## src/rsw_pkg.sv

```systemverilog
// Package of constants and types for the receive status word builder
package rsw_pkg;

  // APB register byte offsets
  localparam logic [7:0] OFF_CTRL      = 8'h00;
  localparam logic [7:0] OFF_GSTAT     = 8'h04;
  localparam logic [7:0] OFF_MASK      = 8'h08;
  localparam logic [7:0] OFF_LASTWORD  = 8'h0c;
  localparam logic [7:0] OFF_FRAMES    = 8'h10;

  // Reset values
  localparam logic [31:0] CTRL_RESET   = 32'h0000_0001;
  localparam logic [31:0] MASK_RESET   = 32'h0000_0000;

  // Control register fields
  localparam int CTRL_ENABLE_BIT       = 0;

  // Global status register fields (sticky, read clears)
  localparam int GS_FRAME_DONE_BIT     = 0;
  localparam int GS_DESC_BACK_BIT      = 1;
  localparam int GS_WATCHDOG_BIT       = 9;
  localparam logic [31:0] GS_USED      = 32'h0000_0203;

  // Status word field positions
  localparam int SW_OWN_BIT            = 31;
  localparam int SW_ERR_SUM_BIT        = 15;
  localparam int SW_FIRST_BIT          = 9;
  localparam int SW_LAST_BIT           = 8;
  localparam int SW_OVERSIZE_BIT       = 7;
  localparam int SW_LATE_COLL_BIT      = 6;
  localparam int SW_TYPE_BIT           = 5;
  localparam int SW_WATCHDOG_BIT       = 4;
  localparam int SW_DRIBBLE_BIT        = 2;
  localparam int SW_CRC_BIT            = 1;
  localparam int SW_OVERFLOW_BIT       = 0;
  localparam logic [31:0] SW_LAST_ONLY = 32'h0000_00f7;

  // Frame limits in bytes and bits
  localparam logic [15:0] MAX_FRAME_BYTES   = 16'd1518;
  localparam logic [15:0] COLL_WINDOW_BYTES = 16'd64;
  localparam logic [15:0] TYPE_THRESHOLD    = 16'd1500;
  localparam logic [15:0] MIN_TYPE_BYTES    = 16'd14;
  localparam logic [15:0] WDOG_BYTES        = 16'd2048;
  localparam logic [15:0] LEN_HI_INDEX      = 16'd12;
  localparam logic [15:0] LEN_LO_INDEX      = 16'd13;
  localparam logic [2:0]  DRIBBLE_MIN_BITS  = 3'd2;

  // CRC-32, reflected form
  localparam logic [31:0] CRC_INIT     = 32'hffff_ffff;
  localparam logic [31:0] CRC_POLY     = 32'hedb8_8320;
  localparam logic [31:0] CRC_RESIDUE  = 32'hdebb_20e3;

  typedef enum logic [1:0] {
    RSW_IDLE = 2'b00,
    RSW_RECV = 2'b01
  } rsw_state_t;

endpackage

```

## src/rsw_status.sv

```systemverilog
// Receive status word builder with APB register slave
//
// Register access over APB and the placing of the registers are this design's own decisions.
`timescale 1ns/10ps
module rsw_status (
  // Clock and reset
  input  wire logic        pclk,
  input  wire logic        presetn,
  // APB slave
  input  wire logic        psel,
  input  wire logic        penable,
  input  wire logic        pwrite,
  input  wire logic [7:0]  paddr,
  input  wire logic [31:0] pwdata,
  output logic [31:0]      prdata,
  output logic             pready,
  output logic             pslverr,
  // Receive side of the MAC
  input  wire logic        rx_sof,
  input  wire logic        rx_byte_valid,
  input  wire logic [7:0]  rx_byte,
  input  wire logic        rx_eof,
  input  wire logic [2:0]  rx_extra_bits,
  input  wire logic        rx_collision,
  input  wire logic        rx_fifo_overflow,
  // Current descriptor buffer sizes
  input  wire logic [10:0] desc_buf1_size,
  input  wire logic [10:0] desc_buf2_size,
  // Status word write-back
  output logic             desc_wr,
  output logic [31:0]      rx_status_word,
  // Interrupt
  output logic             irq
);

  rsw_pkg::rsw_state_t state;
  rsw_pkg::rsw_state_t next_state;

  logic [31:0] ctrl;
  logic [31:0] mask;
  logic [31:0] gstat;
  logic [31:0] frames;
  logic [15:0] frame_bytes;
  logic [11:0] fill;
  logic [15:0] len_type;
  logic [31:0] crc;
  logic        first_pending;
  logic        late_coll;
  logic        overflow_seen;
  logic        wdog_seen;

  // Bytewise reflected CRC step
  function automatic logic [31:0] crc_step(input logic [31:0] c, input logic [7:0] d);
    logic [31:0] r;
    r = c ^ {24'h00_0000, d};
    for (int i = 0; i < 8; i++) begin
      r = r[0] ? ((r >> 1) ^ rsw_pkg::CRC_POLY) : (r >> 1);
    end
    return r;
  endfunction

  // APB decode
  wire         apb_access = psel & penable;
  wire         apb_wr     = apb_access & pwrite;
  wire         apb_rd     = apb_access & ~pwrite;
  wire         sel_ctrl   = (paddr == rsw_pkg::OFF_CTRL);
  wire         sel_gstat  = (paddr == rsw_pkg::OFF_GSTAT);
  wire         sel_mask   = (paddr == rsw_pkg::OFF_MASK);
  wire         sel_last   = (paddr == rsw_pkg::OFF_LASTWORD);
  wire         sel_frames = (paddr == rsw_pkg::OFF_FRAMES);
  wire         mapped     = sel_ctrl | sel_gstat | sel_mask | sel_last | sel_frames;

  assign pready  = 1'b1;
  assign pslverr = apb_access & ~mapped;

  wire [31:0] rd_mux = sel_ctrl   ? ctrl :
                       sel_gstat  ? gstat :
                       sel_mask   ? mask :
                       sel_last   ? rx_status_word :
                       sel_frames ? frames : 32'h0000_0000;
  // Read data is taken in setup so it already stands at the zero-wait access edge
  wire        rd_setup    = psel & ~penable & ~pwrite;
  wire [31:0] next_prdata = rd_setup ? rd_mux : apb_rd ? prdata : 32'h0000_0000;

  // Frame datapath decode
  wire        enabled   = ctrl[rsw_pkg::CTRL_ENABLE_BIT];
  wire        in_frame  = (state == rsw_pkg::RSW_RECV);
  wire [11:0] capacity  = {1'b0, desc_buf1_size} + {1'b0, desc_buf2_size};
  // Sizes of the next descriptor show a cycle after write-back; wait for them
  wire        size_wait = desc_wr;
  // Both sizes zero: the frame cannot start here, so release it unused
  wire        skip_desc = in_frame & ~rx_eof & ~size_wait & (capacity == 12'h000);
  // Buffers full with more data pending: hand back a non-last descriptor
  wire        full_desc = in_frame & rx_byte_valid & ~rx_eof & (fill >= capacity)
                          & ~size_wait & ~skip_desc;
  // Bytes still count while a descriptor is skipped; they land in the next one
  wire        take_byte = in_frame & rx_byte_valid & ~rx_eof;
  wire        frame_end = in_frame & rx_eof;

  // Oversize is status only; bytes keep flowing past the limit
  wire        oversize  = frame_bytes > rsw_pkg::MAX_FRAME_BYTES;
  wire        runt      = frame_bytes < rsw_pkg::COLL_WINDOW_BYTES;
  wire        type_ok   = frame_bytes >= rsw_pkg::MIN_TYPE_BYTES;
  wire        type_enc  = type_ok & (len_type > rsw_pkg::TYPE_THRESHOLD);
  wire        dribble   = (rx_extra_bits > rsw_pkg::DRIBBLE_MIN_BITS)
                          & ~late_coll & ~runt;
  // Residue check over whole bytes only, extra bits never enter
  wire        crc_bad   = (crc != rsw_pkg::CRC_RESIDUE);
  wire        err_sum   = overflow_seen | crc_bad | late_coll | oversize | runt;

  wire [31:0] last_word = ({31'h0000_0000, overflow_seen} << rsw_pkg::SW_OVERFLOW_BIT)
                        | ({31'h0000_0000, crc_bad}       << rsw_pkg::SW_CRC_BIT)
                        | ({31'h0000_0000, dribble}       << rsw_pkg::SW_DRIBBLE_BIT)
                        | ({31'h0000_0000, wdog_seen}     << rsw_pkg::SW_WATCHDOG_BIT)
                        | ({31'h0000_0000, type_enc}      << rsw_pkg::SW_TYPE_BIT)
                        | ({31'h0000_0000, late_coll}     << rsw_pkg::SW_LATE_COLL_BIT)
                        | ({31'h0000_0000, oversize}      << rsw_pkg::SW_OVERSIZE_BIT)
                        | ({31'h0000_0000, err_sum}       << rsw_pkg::SW_ERR_SUM_BIT)
                        | (32'h0000_0001 << rsw_pkg::SW_LAST_BIT);
  // Ownership bit stays zero in every word written back
  wire [31:0] first_bit = {31'h0000_0000, first_pending} << rsw_pkg::SW_FIRST_BIT;
  wire [31:0] next_word = frame_end ? (last_word | first_bit) :
                          full_desc ? first_bit : 32'h0000_0000;
  wire        next_wr   = frame_end | full_desc | skip_desc;

  // Global status events; set wins over read clear
  wire [31:0] gs_set  = ({31'h0000_0000, frame_end} << rsw_pkg::GS_FRAME_DONE_BIT)
                      | ({31'h0000_0000, next_wr}   << rsw_pkg::GS_DESC_BACK_BIT)
                      | ({31'h0000_0000, frame_end & wdog_seen}
                         << rsw_pkg::GS_WATCHDOG_BIT);
  // Clear only what the read returned, so an event after the setup edge survives
  wire [31:0] gs_clr  = (apb_rd & sel_gstat) ? prdata : 32'h0000_0000;
  wire [31:0] next_gs = ((gstat & ~gs_clr) | gs_set) & rsw_pkg::GS_USED;

  always_comb begin
    case (state)
      rsw_pkg::RSW_IDLE: next_state = (rx_sof & enabled) ? rsw_pkg::RSW_RECV
                                                         : rsw_pkg::RSW_IDLE;
      rsw_pkg::RSW_RECV: next_state = rx_eof ? rsw_pkg::RSW_IDLE : rsw_pkg::RSW_RECV;
      default:           next_state = rsw_pkg::RSW_IDLE;
    endcase
  end

  // Registers
  always_ff @(posedge pclk or negedge presetn) begin
    if (!presetn) begin
      ctrl   <= rsw_pkg::CTRL_RESET;
      mask   <= rsw_pkg::MASK_RESET;
      gstat  <= 32'h0000_0000;
      prdata <= 32'h0000_0000;
    end else begin
      if (apb_wr & sel_ctrl) begin
        ctrl <= pwdata & 32'h0000_0001;
      end
      if (apb_wr & sel_mask) begin
        mask <= pwdata & rsw_pkg::GS_USED;
      end
      gstat  <= next_gs;
      prdata <= next_prdata;
    end
  end

  assign irq = |(gstat & mask);

  // Frame tracking
  always_ff @(posedge pclk or negedge presetn) begin
    if (!presetn) begin
      state         <= rsw_pkg::RSW_IDLE;
      frame_bytes   <= 16'h0000;
      fill          <= 12'h000;
      len_type      <= 16'h0000;
      crc           <= rsw_pkg::CRC_INIT;
      first_pending <= 1'b0;
      late_coll     <= 1'b0;
      overflow_seen <= 1'b0;
      wdog_seen     <= 1'b0;
      frames        <= 32'h0000_0000;
    end else begin
      state <= next_state;
      if (state == rsw_pkg::RSW_IDLE) begin
        frame_bytes   <= 16'h0000;
        fill          <= 12'h000;
        len_type      <= 16'h0000;
        crc           <= rsw_pkg::CRC_INIT;
        first_pending <= 1'b1;
        late_coll     <= 1'b0;
        overflow_seen <= 1'b0;
        wdog_seen     <= 1'b0;
      end else begin
        if (full_desc) begin
          first_pending <= 1'b0;
          fill          <= 12'h001;
        end else if (take_byte) begin
          fill <= fill + 12'h001;
        end
        if (take_byte) begin
          frame_bytes <= frame_bytes + 16'h0001;
          crc         <= crc_step(crc, rx_byte);
          if (frame_bytes == rsw_pkg::LEN_HI_INDEX) begin
            len_type[15:8] <= rx_byte;
          end
          if (frame_bytes == rsw_pkg::LEN_LO_INDEX) begin
            len_type[7:0] <= rx_byte;
          end
          // Watchdog measured in bytes so it tracks packet length, not wall time
          if (frame_bytes + 16'h0001 == rsw_pkg::WDOG_BYTES) begin
            wdog_seen <= 1'b1;
          end
        end
        if (rx_collision & (frame_bytes >= rsw_pkg::COLL_WINDOW_BYTES)) begin
          late_coll <= 1'b1;
        end
        if (rx_fifo_overflow) begin
          overflow_seen <= 1'b1;
        end
      end
      if (frame_end) begin
        frames <= frames + 32'h0000_0001;
      end
    end
  end

  // Write-back word
  always_ff @(posedge pclk or negedge presetn) begin
    if (!presetn) begin
      desc_wr        <= 1'b0;
      rx_status_word <= 32'h0000_0000;
    end else begin
      desc_wr <= next_wr;
      if (next_wr) begin
        rx_status_word <= next_word;
      end
    end
  end

  // Checks
  AST_OWN_RETURNED: assert property (@(posedge pclk) disable iff (!presetn)
    desc_wr |-> !rx_status_word[rsw_pkg::SW_OWN_BIT])
    else $error("Ownership not returned to host");

  AST_ERR_SUMMARY: assert property (@(posedge pclk) disable iff (!presetn)
    desc_wr && (rx_status_word[0] || rx_status_word[1] || rx_status_word[6]
                || rx_status_word[7]) |-> rx_status_word[15])
    else $error("Error summary missing");

  AST_LAST_ONLY: assert property (@(posedge pclk) disable iff (!presetn)
    desc_wr && !rx_status_word[8] |-> (rx_status_word & rsw_pkg::SW_LAST_ONLY) == 0)
    else $error("Error flag in non-last descriptor");

  AST_WDOG_GLOBAL: assert property (@(posedge pclk) disable iff (!presetn)
    desc_wr && rx_status_word[4] |-> gstat[9])
    else $error("Watchdog flag without global status");

  AST_DRIBBLE_MASK: assert property (@(posedge pclk) disable iff (!presetn)
    desc_wr && rx_status_word[6] |-> !rx_status_word[2])
    else $error("Dribble flag with late collision");

  AST_OVERSIZE: assert property (@(posedge pclk) disable iff (!presetn)
    frame_end && frame_bytes > 16'd1518 |=> desc_wr && rx_status_word[7])
    else $error("Oversize frame not flagged");

  AST_TYPE_FLAG: assert property (@(posedge pclk) disable iff (!presetn)
    frame_end && frame_bytes < 16'd14 |=> desc_wr && !rx_status_word[5])
    else $error("Type flag on short runt");

  AST_CRC_FLAG: assert property (@(posedge pclk) disable iff (!presetn)
    frame_end |=> desc_wr && rx_status_word[1] == ($past(crc) != 32'hdebb_20e3))
    else $error("CRC flag mismatch");

  AST_FIRST_ONCE: assert property (@(posedge pclk) disable iff (!presetn)
    desc_wr && rx_status_word[9] ##1 desc_wr && !$past(frame_end, 2)
    |-> !rx_status_word[9])
    else $error("First flag repeated within frame");

  AST_FIRST_SET: assert property (@(posedge pclk) disable iff (!presetn)
    in_frame && first_pending && (frame_end || full_desc) |=> rx_status_word[9])
    else $error("First flag missing");

  AST_SKIP_EMPTY: assert property (@(posedge pclk) disable iff (!presetn)
    skip_desc |=> desc_wr && rx_status_word == 32'h0000_0000)
    else $error("Skipped descriptor word not empty");

  AST_SKIP_KEEPS: assert property (@(posedge pclk) disable iff (!presetn)
    take_byte && skip_desc |=> frame_bytes == $past(frame_bytes) + 16'h0001)
    else $error("Byte lost while skipping descriptor");

  AST_LAST_AT_END: assert property (@(posedge pclk) disable iff (!presetn)
    frame_end |=> desc_wr && rx_status_word[8])
    else $error("Last flag missing at frame end");

  AST_FULL_RETURNS: assert property (@(posedge pclk) disable iff (!presetn)
    full_desc |=> desc_wr && !rx_status_word[8] && !rx_status_word[31])
    else $error("Full descriptor not handed back");

  AST_MAX_LEN: assert property (@(posedge pclk) disable iff (!presetn)
    frame_end && frame_bytes <= 16'd1518 |=> !rx_status_word[7])
    else $error("Oversize flag on legal length");

  AST_NO_TRUNCATE: assert property (@(posedge pclk) disable iff (!presetn)
    take_byte && oversize |=> frame_bytes == $past(frame_bytes) + 16'h0001)
    else $error("Oversize frame truncated");

  AST_LATE_COLL: assert property (@(posedge pclk) disable iff (!presetn)
    in_frame && rx_collision && frame_bytes >= 16'd64 |=> late_coll)
    else $error("Late collision not recorded");

  AST_EARLY_COLL: assert property (@(posedge pclk) disable iff (!presetn)
    frame_end && !late_coll |=> !rx_status_word[6])
    else $error("Collision flag without late collision");

  AST_TYPE_SET: assert property (@(posedge pclk) disable iff (!presetn)
    frame_end && frame_bytes >= 16'd14 && len_type > 16'd1500 |=> rx_status_word[5])
    else $error("Type flag missing");

  AST_TYPE_CLEAR: assert property (@(posedge pclk) disable iff (!presetn)
    frame_end && len_type <= 16'd1500 |=> !rx_status_word[5])
    else $error("Type flag on length frame");

  AST_WDOG_LONG: assert property (@(posedge pclk) disable iff (!presetn)
    frame_end && frame_bytes >= 16'd2048 |=> rx_status_word[4])
    else $error("Watchdog flag missing");

  AST_WDOG_SHORT: assert property (@(posedge pclk) disable iff (!presetn)
    frame_end && frame_bytes < 16'd2048 |=> !rx_status_word[4])
    else $error("Watchdog flag on short frame");

  AST_DRIBBLE_SET: assert property (@(posedge pclk) disable iff (!presetn)
    frame_end && rx_extra_bits > 3'd2 && !late_coll && frame_bytes >= 16'd64
    |=> rx_status_word[2])
    else $error("Dribble flag missing");

  AST_DRIBBLE_FEW: assert property (@(posedge pclk) disable iff (!presetn)
    frame_end && rx_extra_bits <= 3'd2 |=> !rx_status_word[2])
    else $error("Dribble flag with two or fewer bits");

  AST_DRIBBLE_RUNT: assert property (@(posedge pclk) disable iff (!presetn)
    frame_end && frame_bytes < 16'd64 |=> !rx_status_word[2])
    else $error("Dribble flag on runt");

  AST_OVERFLOW_SEEN: assert property (@(posedge pclk) disable iff (!presetn)
    in_frame && rx_fifo_overflow |=> overflow_seen)
    else $error("Overflow not recorded");

  AST_OVERFLOW_FLAG: assert property (@(posedge pclk) disable iff (!presetn)
    frame_end && overflow_seen |=> rx_status_word[0])
    else $error("Overflow flag missing");

  AST_DONE_STICKY: assert property (@(posedge pclk) disable iff (!presetn)
    frame_end |=> gstat[0] && gstat[1])
    else $error("Frame done status not set");

  AST_GS_CLEAR: assert property (@(posedge pclk) disable iff (!presetn)
    apb_rd && sel_gstat && !next_wr |=> (gstat & $past(prdata)) == 32'h0000_0000)
    else $error("Status read did not clear");

  AST_RD_CTRL: assert property (@(posedge pclk) disable iff (!presetn)
    apb_rd && sel_ctrl |-> prdata == ctrl)
    else $error("Control read data not valid at access");

  AST_RD_MASK: assert property (@(posedge pclk) disable iff (!presetn)
    apb_rd && sel_mask |-> prdata == mask)
    else $error("Mask read data not valid at access");

  AST_BAD_WRITE: assert property (@(posedge pclk) disable iff (!presetn)
    apb_wr && !mapped |=> $stable(ctrl) && $stable(mask))
    else $error("Unmapped write changed a register");

endmodule // rsw_status
```

## config.mk

```make
export PLATFORM = sky130hd
export DESIGN_NAME = rsw_status
export DESIGN_NICKNAME = d
export VERILOG_FILES = /design/src/rsw_pkg.sv /design/src/rsw_status.sv
export SDC_FILE = /design/constraint.sdc
export NUM_CORES = 1
export LEC_CHECK = 0
export BUFFER_PORTS_ARGS = -buffer_cell sky130_fd_sc_hd__buf_2
export CORE_ASPECT_RATIO = 1.25
export CORE_MARGIN = 5
export CORE_UTILIZATION = 43
export CTS_BUF_LIST = sky130_fd_sc_hd__clkbuf_4 sky130_fd_sc_hd__clkbuf_8
export CTS_CLUSTER_DIAMETER = 100
export DETAILED_ROUTE_END_ITERATION = 10
export PLACE_DENSITY = 0.73
export SLEW_MARGIN = 20
export SYNTH_ARGS = -nofsm -noshare
export SYNTH_HDL_FRONTEND = slang
export SYNTH_SLANG_ARGS = --single-unit
```

## constraint.sdc

```tcl
create_clock -name pclk -period 3.3 [get_ports pclk]
set_clock_uncertainty 0.05 [all_clocks]
set_input_delay 0.66 -clock pclk [delete_from_list [all_inputs] [get_ports pclk]]
set_output_delay 0.66 -clock pclk [all_outputs]
set_load 0.005 [all_outputs]
```

==> reports/results.ini, run 1 <==
[yosys]
synth_edf_count = 0
ys_ff_latch = 163
synthFlopType = dfrtp_1
netlist_area_sq_um = 8980
yosysMostFrequentCell = dfrtp_1
netlist_instances = 881
synthArstFlopShare_pct = 100
yosysTopAreaCellShare_pct = 36.2
synth_top_area_cell = dfrtp_1
synth.distinct_cells = 67
synth_warnings = 0
synth_area_leaders = dfrtp_1 36%, dfstp_2 9.7%, xnor2_1 8.6%
ys_seq_area_share_pct = 45.9
post_synth.cell_area_avg_sq_um = 10.2
ys_top_cells_by_count = 130 x dfrtp_1, 88 x xnor2_1, 74 x nand2_1

[clock_network]
clk_latency_ps = 470
cts_root_buf = clkbuf_8
path_clk_slew_ps = 100
clock_path_buffers = 2
clock-sinks = 163
cts_buffers = 17
htreeDepth = 4
cts_tree = done

[worst_setup_path]
path_class = input port to flip-flop
cp_max_fo = 12
worstSetupStartpointType = input port
crit_family = compound AO/OA/AOI/OAI gates
slowest_delay_ps = 400
crit_buf_inv = 2
arrival_ps = 3470
crit_path_top_delay_cell = a2111o_1
critPathRequiredTime_ps = 3590
r2r_slack_ps = 690
end_kind = flip-flop
path_cells = buf_2, ha_1, a211oi_4, o21ai_1, o2111ai_2, nand2_1, a21o_1, a21oi_1, ha_1, a2111o_1, a21oi_1, nor3_2, nor3_2, buf_4, a2111o_1

[detailed_routing]
vias = 6871
wl_per_cell_um = 15.8
drt_iter0_drc = 302
drtPass1Iterations = 5
route.detailed.drc = 0
vias_per_cell = 5.31
ant_nets = 0
drt_wl_total_mm = 20.4

[hold_path]
min_path_type = input port to asynchronous set/reset pin

[floorplan]
dieWidth_um = 139
die-height_um = 172
std_cell_rows = 59
start_util_pct = 43.5
coreArea_sq_um = 20700
ios = 151
dieArea_sq_um = 23900

[placed_design]
dpl_cell_area_sq_um = 9970
post-place-cells = 1261
port_buffers = 98
routabilityCongestion = 0.876
post-dp-hpwl_mm = 15.2

[layout]
nets = 1119
num_antenna_cells = 0
design_area_sq_um = 10400
fill_cells = 1880
syn_to_final_growth_pct = 15.9
drive_above_1_share_pct = 23.0
finalNonFillerCells = 1293
post-route-util_pct = 50.3

[sta]
slew_headroom_pct = 52.8
finalCritPeriodShare_pct = 96.2
fmax_ghz = 0.315
fin_crit_ps = 3180
hold_slack_ps = 146
final-setup-viol-count = 0
rsz0062_at_grt = false
worst_slew_pin_slew_ps = 704
hold_viol_final = 0
slew_viol_final = 0

[grt]
grt_pass1_wl_mm = 34.0
antenna_found_initial = 2
grt-ovfl-total = 0
grt_pass1_vias = 6818
grt_max_degree = 74
track_usage_pct = 17.3

[power_and_ir_drop]
power_density_nw_per_um2 = 392
ir_worst_vdd_mv = 0.297
p_leak_nw = 4.83

[status]
status = completed

[job]
maxCapViolations = 0

==> area by class of cell <==
class | count | area [sq um] | area share [%]
clock buffers | 17 | 234 | 2.25
clock inverters | 15 | 186 | 1.79
inverters | 15 | 56.3 | 0.541
multi-input cells | 670 | 4660 | 44.8
flip-flops and latches | 163 | 4120 | 39.6
well taps | 274 | 343 | 3.29
repair buffers | 139 | 805 | 7.73
==> kinds of logic (layout without fill, tap and decap cells) <==
kind of cell | Yosys count | count (layout) | share of synthesized area [%]
AND/OR/NAND/NOR | 303 | 303 | 18.1
AO/OA/AOI/OAI | 163 | 163 | 12.0
flip-flops | 163 | 163 | 45.9
XOR/XNOR | 130 | 130 | 13.2
buffers and inverters | 69 | 186 | 3.93
adder cells (fa/ha/maj) | 30 | 30 | 4.26
multiplexers | 21 | 21 | 2.54
other | 2 | 23 | 0.0836
==> state kept, by name, indices dropped and copies added, names as in the netlist, 3 cells and up <==
signal and flops:
crc 32, frames 32, prdata 32, frame_bytes 16, len_type 16, fill 12, rx_status_word 10, gstat 3
mask 3
==> metal layers <==
metal  share of wire, %  track usage (%)  vias to the layer above
met5               0.10                0                        -
met4                1.4             4.72                        4
met3                4.4             3.87                       25
met2                 52             31.3                      146
met1                 42             21.0                     3383
li1                   -                -                     3313
==> path summary, 6_finish.rpt <==
path / endpoint / start / cells after the start
setup / recovery: rx_status_word[15]$_DFFE_PN0P_ / desc_buf1_size[1] / 15
hold / removal: prdata[17]$_DFFE_PN0P_ / presetn / 1
setup reg to reg: wdog_seen$_DFFE_PN0P_ / frame_bytes[0]$_DFFE_PN0P_ / 8
hold reg to reg: first_pending$_DFFE_PN0P_ / first_pending$_DFFE_PN0P_ / 2
max in group asynchronous: crc[29]$_DFFE_PN1P_ / presetn / 2
min in group pclk: mask[9]$_DFFE_PN0P_ / pwdata[9] / 2
==> per-stage QoR <==
stage	setup WS (ps)	setup TNS [ps]	total power [mW]
after floorplan	23.7	0	2.40
after global placement	-303	-5970	2.57
after detailed placement	-379	-7850	2.58
after CTS	92.0	0	4.12
after global routing	0.587	0	4.27
final	125	0	4.08
==> cells in the final DEF, fill, tap and decap left out, types with 12 or more instances in the layout <==
cell / n
dfrtp_1: 130
buf_2: 97
xnor2_1: 88
nand2_1: 73
nor2_1: 47
a21oi_1: 43
buf_4: 41
xor2_1: 39
nand3_1: 33
dfstp_2: 33
o21ai_0: 28
nor3b_1: 27
a22o_1: 27
ha_1: 27
nor2b_1: 25
conb_1: 23
clkbuf_8: 17
mux2i_1: 16
inv_1: 15
and3_1: 14
and2_1: 14
nand4_1: 12
nor3_1: 12
==> repair_timing <==
item	CTS	global route
setup buffers	0	0
setup endpoints to repair	0	10
hold buffers	0	0
gates resized for setup	0	3
==> power by group <==
group / leakage, nW / switching (mW) / internal, mW
Combinational: 2.47 / 0.281 / 0.224
Sequential: 2.15 / 0.0233 / 2.02
Clock: 0.212 / 0.828 / 0.710
Total: 4.83 / 1.13 / 2.95
Power figures use the tool's default switching activity.
==> run 2: changes to the inputs <==
Settings changed: CTS_BUF_LIST sky130_fd_sc_hd__clkbuf_4 sky130_fd_sc_hd__clkbuf_8 to default.
==> run 2 against run 1 <==
Against the previous run:
- maximum frequency shrank 0.18%
- die area is the same
- largest cell class unchanged
- critical endpoint unchanged
- utilization grew 1.1 points
- cell count grew 0.23%
- worst hold slack gained 32 ps
- critical path type unchanged
- largest power group is now clock
- setup slack lost 5.7 ps
==> reports/results.ini, run 2 (same netlist as run 1, synthesis figures left out) <==
[status]
status = completed  ; unchanged

[sta]
fmax_ghz = 0.314  ; was 0.315 GHz
slew_headroom_pct = 53.7  ; was 52.8%
fin_crit_ps = 3180  ; about the same
worst_slew_pin_slew_ps = 689  ; was 704 ps
slew_viol_final = 0  ; unchanged
finalWorstSetupSlack_ps = 119  ; was 125 ps
final-setup-viol-count = 0  ; unchanged
finalCritPeriodShare_pct = 96.4  ; was 96.2%
hold_viol_final = 0  ; unchanged

[worst_setup_path]
cp_num_cells = 14  ; was 15
crit_end = rx_status_word[15]$_DFFE_PN0P_  ; unchanged
slowest_delay_ps = 410  ; was 400 ps
critPathRequiredTime_ps = 3570  ; was 3590 ps
path_cells = buf_2, ha_1, fa_2, a21oi_2, o211ai_1, a31oi_1, xor2_1, ha_1, a2111o_1, a21oi_1, nor3_2, nor3_2, buf_4, a2111o_1  ; was buf_2, ha_1, a211oi_4, o21ai_1, o2111ai_2, nand2_1, a21o_1, a21oi_1, ha_1, a2111o_1, a21oi_1, nor3_2, nor3_2, buf_4, a2111o_1
arrival_ps = 3450  ; was 3470 ps
crit_start = desc_buf1_size[0]  ; was desc_buf1_size[1]
r2r_slack_ps = 670  ; was 690 ps
cp_max_fo = 12  ; unchanged
worstReg2RegStart = frame_bytes[0]$_DFFE_PN0P_  ; unchanged
crit_path_top_delay_cell = a2111o_1  ; unchanged
worstSetupStartpointType = input port  ; unchanged
reg2regPathDepth = 8  ; unchanged
crit_family = compound AO/OA/AOI/OAI gates  ; unchanged
crit_buf_inv = 2  ; unchanged
r2r-end = wdog_seen$_DFFE_PN0P_  ; unchanged
path_class = input port to flip-flop  ; unchanged
end_kind = flip-flop  ; unchanged

[layout]
num_antenna_cells = 0  ; unchanged
nets = 1122  ; was 1119
layout_common_cells = 130 x dfrtp_1, 97 x buf_2, 88 x xnor2_1, 73 x nand2_1, 47 x nor2_1  ; unchanged
drive_above_1_share_pct = 23.6  ; was 23.0%
finalNonFillerCells = 1296  ; was 1293
design_area_sq_um = 10600  ; was 10400 sq um
final_common_cell = dfrtp_1  ; unchanged
syn_to_final_growth_pct = 18.4  ; was 15.9%
reg_top3 = crc: 32 flops, frames: 32 flops, prdata: 32 flops  ; unchanged

[power_and_ir_drop]
seq_power_share_pct = 44.4  ; was 50.0%
p_sw_mw = 1.20  ; was 1.13 mW
p_clk_share_pct = 44.4  ; was 37.6%
power_density_nw_per_um2 = 433  ; was 392 nW/um^2
p_int_mw = 3.40  ; was 2.95 mW
p_leak_nw = 4.93  ; was 4.83 nW
comb_power_share_pct = 11.2  ; was 12.3%
ir_worst_vdd_mv = 0.375  ; was 0.297 mV
sw_frac_of_total_pct = 26.1  ; was 27.7%

[placed_design]
pre_cts_ws_ps = -379  ; unchanged
post-dp-hpwl_mm = 15.2  ; unchanged
port_buffers = 98  ; unchanged
dpl_cell_area_sq_um = 9970  ; unchanged
routabilityCongestion = 0.876  ; unchanged
post-place-cells = 1261  ; unchanged

[floorplan]
coreArea_sq_um = 20700  ; unchanged
dieWidth_um = 139  ; unchanged
ios = 151  ; unchanged
die-height_um = 172  ; unchanged
std_cell_rows = 59  ; unchanged
start_util_pct = 43.5  ; unchanged
dieArea_sq_um = 23900  ; unchanged

[clock_network]
cts_buffers = 17  ; unchanged
clk_latency_ps = 440  ; was 470 ps
cts_tree = done  ; unchanged
htreeDepth = 4  ; unchanged
clock_path_buffers = 2  ; unchanged
cts_root_buf = clkbuf_16  ; was clkbuf_8
path_clk_slew_ps = 70  ; was 100 ps
clock-sinks = 163  ; unchanged

[hold_path]
min_path_type = input port to asynchronous set/reset pin  ; unchanged

[grt]
grt_max_degree = 74  ; unchanged
grt_pass1_wl_mm = 34.3  ; was 34.0 mm
grt_pass1_vias = 6857  ; was 6818
antenna_found_initial = 2  ; unchanged
grt-ovfl-total = 0  ; unchanged
track_usage_pct = 17.6  ; was 17.3%

[detailed_routing]
ant_nets = 0  ; unchanged
route.detailed.drc = 0  ; unchanged
wl_per_cell_um = 16.0  ; was 15.8 um
drt_wl_total_mm = 20.8  ; was 20.4 mm
vias = 6883  ; was 6871
vias_per_cell = 5.31  ; about the same
drtPass1Iterations = 5  ; unchanged
drt_iter0_drc = 266  ; was 302

[job]
maxCapViolations = 0  ; unchanged

-- run 2: metal layers --
metal / GRT usage (%) / share of wire, % / routed length, um / vias up
li1: - / - / - / 3315
met1: 21.0 / 41 / 8560 / 3376
met2: 31.6 / 52 / 10900 / 152
met3: 3.87 / 4.7 / 979 / 36
met4: 5.62 / 1.7 / 354 / 4
met5: 0 / 0.10 / 21 / -
-- run 2: worst min-delay path by stage --
stage / startpoint / endpoint / slack, ps / cells after the start
6_report: presetn / prdata[12]$_DFFE_PN0P_ / 180 / 1
5_1_grt: presetn / prdata[19]$_DFFE_PN0P_ / 230 / 1
4_1_cts: presetn / prdata[19]$_DFFE_PN0P_ / 200 / 1
3_5_place_dp: first_pending$_DFFE_PN0P_ / first_pending$_DFFE_PN0P_ / 420 / 2
3_3_place_gp: first_pending$_DFFE_PN0P_ / first_pending$_DFFE_PN0P_ / 410 / 2
2_1_floorplan: presetn / desc_wr$_DFF_PN0_ / 310 / 0
-- run 2: what timing repair did --
| item | CTS | global route |
|---|---|---|
| gates resized for setup | 0 | 8 |
| hold buffers | 0 | 0 |
| setup endpoints to repair | 0 | 23 |
| buffers inserted | 0 | 3 |
| endpoints found under the hold margin | 0 | 0 |
-- run 2: power groups by stage --
stage	Clock, mW	Combinational [mW]	Sequential, mW
after floorplan	0	0.323	2.07
after global placement	0	0.492	2.08
after detailed placement	0	0.500	2.08
after CTS	2.08	0.506	2.04
after global routing	2.18	0.578	2.04
final	2.05	0.516	2.04
-- run 2: cell type report --
class | instances | area, sq um
clock buffers | 17 | 425
multi-input cells | 670 | 4670
inverters | 15 | 56.3
well taps | 274 | 343
fillers | 1854 | 10000
repair buffers | 142 | 831
clock inverters | 15 | 186
flip-flops and latches | 163 | 4120
-- run 2: stage by stage --
| step | total power, mW | util [%] | setup TNS [ps] | hold WS [ps] |
|---|---|---|---|---|
| 6_report | 4.61 | 51.5 | 0 | 177 |
| 5_1_grt | 4.80 | 51.5 | -33.0 | 227 |
| 3_5_place_dp | 2.58 | 48.2 | -7850 | 416 |
| 2_1_floorplan | 2.40 | - | 0 | 314 |
| 3_3_place_gp | 2.57 | 48.2 | -5970 | 412 |
| 4_1_cts | 4.63 | 51.2 | 0 | 202 |
==> run 3: changes to the inputs <==
Settings changed: CORE_ASPECT_RATIO 1.25 to 1.4.
==> run 3 against run 2 <==
Against the previous run:
- count of clock-buffer cells in the layout unchanged
- flip-flop and latch count stayed put
- utilization up 0.38 points
- cell count decreased by 1.5%
- power shrank 1.5%
- global-route usage fell by 0.46 points
- critical path type unchanged
- critical endpoint unchanged
- largest cell class unchanged
==> reports/results.ini, run 3 (same netlist as run 1, synthesis figures left out) <==
[status]
status = completed  ; unchanged

[layout]
syn_to_final_growth_pct = 18.7  ; was 18.4%
final_common_cell = dfrtp_1  ; unchanged
reg_top3 = crc: 32 flops, frames: 32 flops, prdata: 32 flops  ; unchanged
post-route-util_pct = 51.8  ; was 51.5%
finalNonFillerCells = 1277  ; was 1296
drive_above_1_share_pct = 24.2  ; was 23.6%
nets = 1121  ; was 1122
layout_common_cells = 130 x dfrtp_1, 97 x buf_2, 87 x xnor2_1, 72 x nand2_1, 46 x nor2_1  ; was 130 x dfrtp_1, 97 x buf_2, 88 x xnor2_1, 73 x nand2_1, 47 x nor2_1
num_antenna_cells = 0  ; unchanged

[clock_network]
clk_latency_ps = 430  ; was 440 ps
path_clk_slew_ps = 70  ; about the same
clock_path_buffers = 2  ; unchanged
htreeDepth = 4  ; unchanged
cts_root_buf = clkbuf_16  ; unchanged
hold_buffers = 0  ; unchanged
cts_buffers = 17  ; unchanged
cts_tree = done  ; unchanged
clock-sinks = 163  ; unchanged

[floorplan]
die-height_um = 181  ; was 172 um
start_util_pct = 43.7  ; was 43.5%
ios = 151  ; unchanged
dieWidth_um = 132  ; was 139 um
coreArea_sq_um = 20600  ; was 20700 sq um
dieArea_sq_um = 23900  ; about the same
std_cell_rows = 62  ; was 59

[detailed_routing]
drt_wl_total_mm = 20.6  ; was 20.8 mm
drt_iter0_drc = 377  ; was 266
ant_nets = 0  ; unchanged
drtPass1Iterations = 5  ; unchanged
route.detailed.drc = 0  ; unchanged
wl_per_cell_um = 16.2  ; was 16.0 um
vias_per_cell = 5.32  ; was 5.31
vias = 6793  ; was 6883

[hold_path]
min_path_type = input port to asynchronous set/reset pin  ; unchanged

[power_and_ir_drop]
finalPower_mw = 4.54  ; was 4.61 mW
p_leak_nw = 4.92  ; was 4.93 nW
power_density_nw_per_um2 = 426  ; was 433 nW/um^2
ir_worst_vdd_mv = 0.369  ; was 0.375 mV

[sta]
hold_viol_final = 0  ; unchanged
fin_crit_ps = 3160  ; was 3180 ps
worst_slew_pin_slew_ps = 779  ; was 689 ps
slew_headroom_pct = 48.0  ; was 53.7%
final-setup-viol-count = 0  ; unchanged
finalCritPeriodShare_pct = 95.8  ; was 96.4%
slew_viol_final = 0  ; unchanged
finalWorstSetupSlack_ps = 138  ; was 119 ps
fmax_ghz = 0.316  ; was 0.314 GHz

[grt]
track_usage_pct = 17.1  ; was 17.6%
grt_max_degree = 80  ; was 74
antenna_found_initial = 0  ; was 2
grt_pass1_wl_mm = 34.1  ; was 34.3 mm
grt-ovfl-total = 0  ; unchanged
grt_pass1_vias = 6746  ; was 6857

[worst_setup_path]
path_class = input port to flip-flop  ; unchanged
critPathRequiredTime_ps = 3560  ; was 3570 ps
end_kind = flip-flop  ; unchanged
worstSetupStartpointType = input port  ; unchanged
crit_path_top_delay_cell = a2111o_1  ; unchanged
arrival_ps = 3420  ; was 3450 ps
cp_max_fo = 12  ; unchanged
slowest_delay_ps = 400  ; was 410 ps
path_cells = buf_2, ha_2, fa_2, a21oi_2, o211ai_1, a31oi_1, xor2_1, ha_2, a2111o_1, a211oi_2, nor3_2, nor3_2, buf_6, a2111o_1  ; was buf_2, ha_1, fa_2, a21oi_2, o211ai_1, a31oi_1, xor2_1, ha_1, a2111o_1, a21oi_1, nor3_2, nor3_2, buf_4, a2111o_1
r2r_slack_ps = 690  ; was 670 ps
reg2regPathDepth = 8  ; unchanged
worstReg2RegStart = frame_bytes[0]$_DFFE_PN0P_  ; unchanged
r2r-end = wdog_seen$_DFFE_PN0P_  ; unchanged

[placed_design]
routabilityCongestion = 0.854  ; was 0.876
post-dp-hpwl_mm = 15.2  ; about the same
post-place-cells = 1242  ; was 1261
port_buffers = 98  ; unchanged
pre_cts_ws_ps = -383  ; was -379 ps

[job]
maxCapViolations = 0  ; unchanged

run 3: cell count changes in the layout (fill, tap and decap cells not counted), sizes merged:
cell,before,now
buf,142,141
bufinv,2,1
clkinv,3,0
clkinvlp,1,4
inv,24,25
run 3: power by group:
| group | total, mW | switching [mW] | leakage (nW) | internal (mW) |
|---|---|---|---|---|
| Clock | 1.97 | 0.893 | 0.279 | 1.08 |
| Sequential | 2.04 | 0.0229 | 2.15 | 2.02 |
| Combinational | 0.524 | 0.287 | 2.49 | 0.237 |
run 3: worst max path at each step:
stage,from,endpoint,slack [ps],cells past startpoint
after global routing,desc_buf1_size[5],rx_status_word[15]$_DFFE_PN0P_,-50,15
after floorplan,desc_buf1_size[1],rx_status_word[9]$_DFFE_PN0P_,20,13
after global placement,desc_buf1_size[1],rx_status_word[15]$_DFFE_PN0P_,-320,15
after detailed placement,desc_buf1_size[1],fill[5]$_DFFE_PN0P_,-380,14
after CTS,desc_buf1_size[1],fill[5]$_DFFE_PN0P_,50,14
final,desc_buf1_size[0],rx_status_word[15]$_DFFE_PN0P_,140,14
run 3: cell type report:
class                      instances  area [sq um]
tap                              256           320
timing repair buffer             141           848
clock inverter                    15           163
fill                            1799          9900
sequential                       163          4120
inverter                          15          56.3
clock buffer                      17           425
multi-input combinational        670          4720
run 3: timing repair:
action / CTS / global route
buffers inserted: 0 / 3
gates resized for setup: 0 / 17
endpoints found under the hold margin: 0 / 0
endpoints found under the setup margin: 0 / 24
run 3: per-layer routing:
layer  share of wire [%]  routed length, um  vias up  GRT usage [%]
li1                    -                  -     3310              -
met1                  42               8660     3297           21.3
met2                  53              10900      153           30.3
met3                 3.5                718       33           2.73
met4                 1.9                392        0           5.23
met5                   0                  0        -              0
run 3: through the flow:
step | TNS [ps] | area, sq um | hold WS, ps
final | 0 | 10700 | 212
after global routing | -46.9 | 10700 | 281
after CTS | 0 | 10600 | 248
after detailed placement | -7530 | 9960 | 417
after global placement | -6250 | 9960 | 414
after floorplan | 0 | 9120 | 314
run 3: critical path: cells and delay by family:
family | cells | cell delay [ps]
fa+ha+maj | 3 | 780
buf+inv | 2 | 260
xor+xnor | 1 | 270
simple gates | 2 | 320
compound gates | 6 | 1150
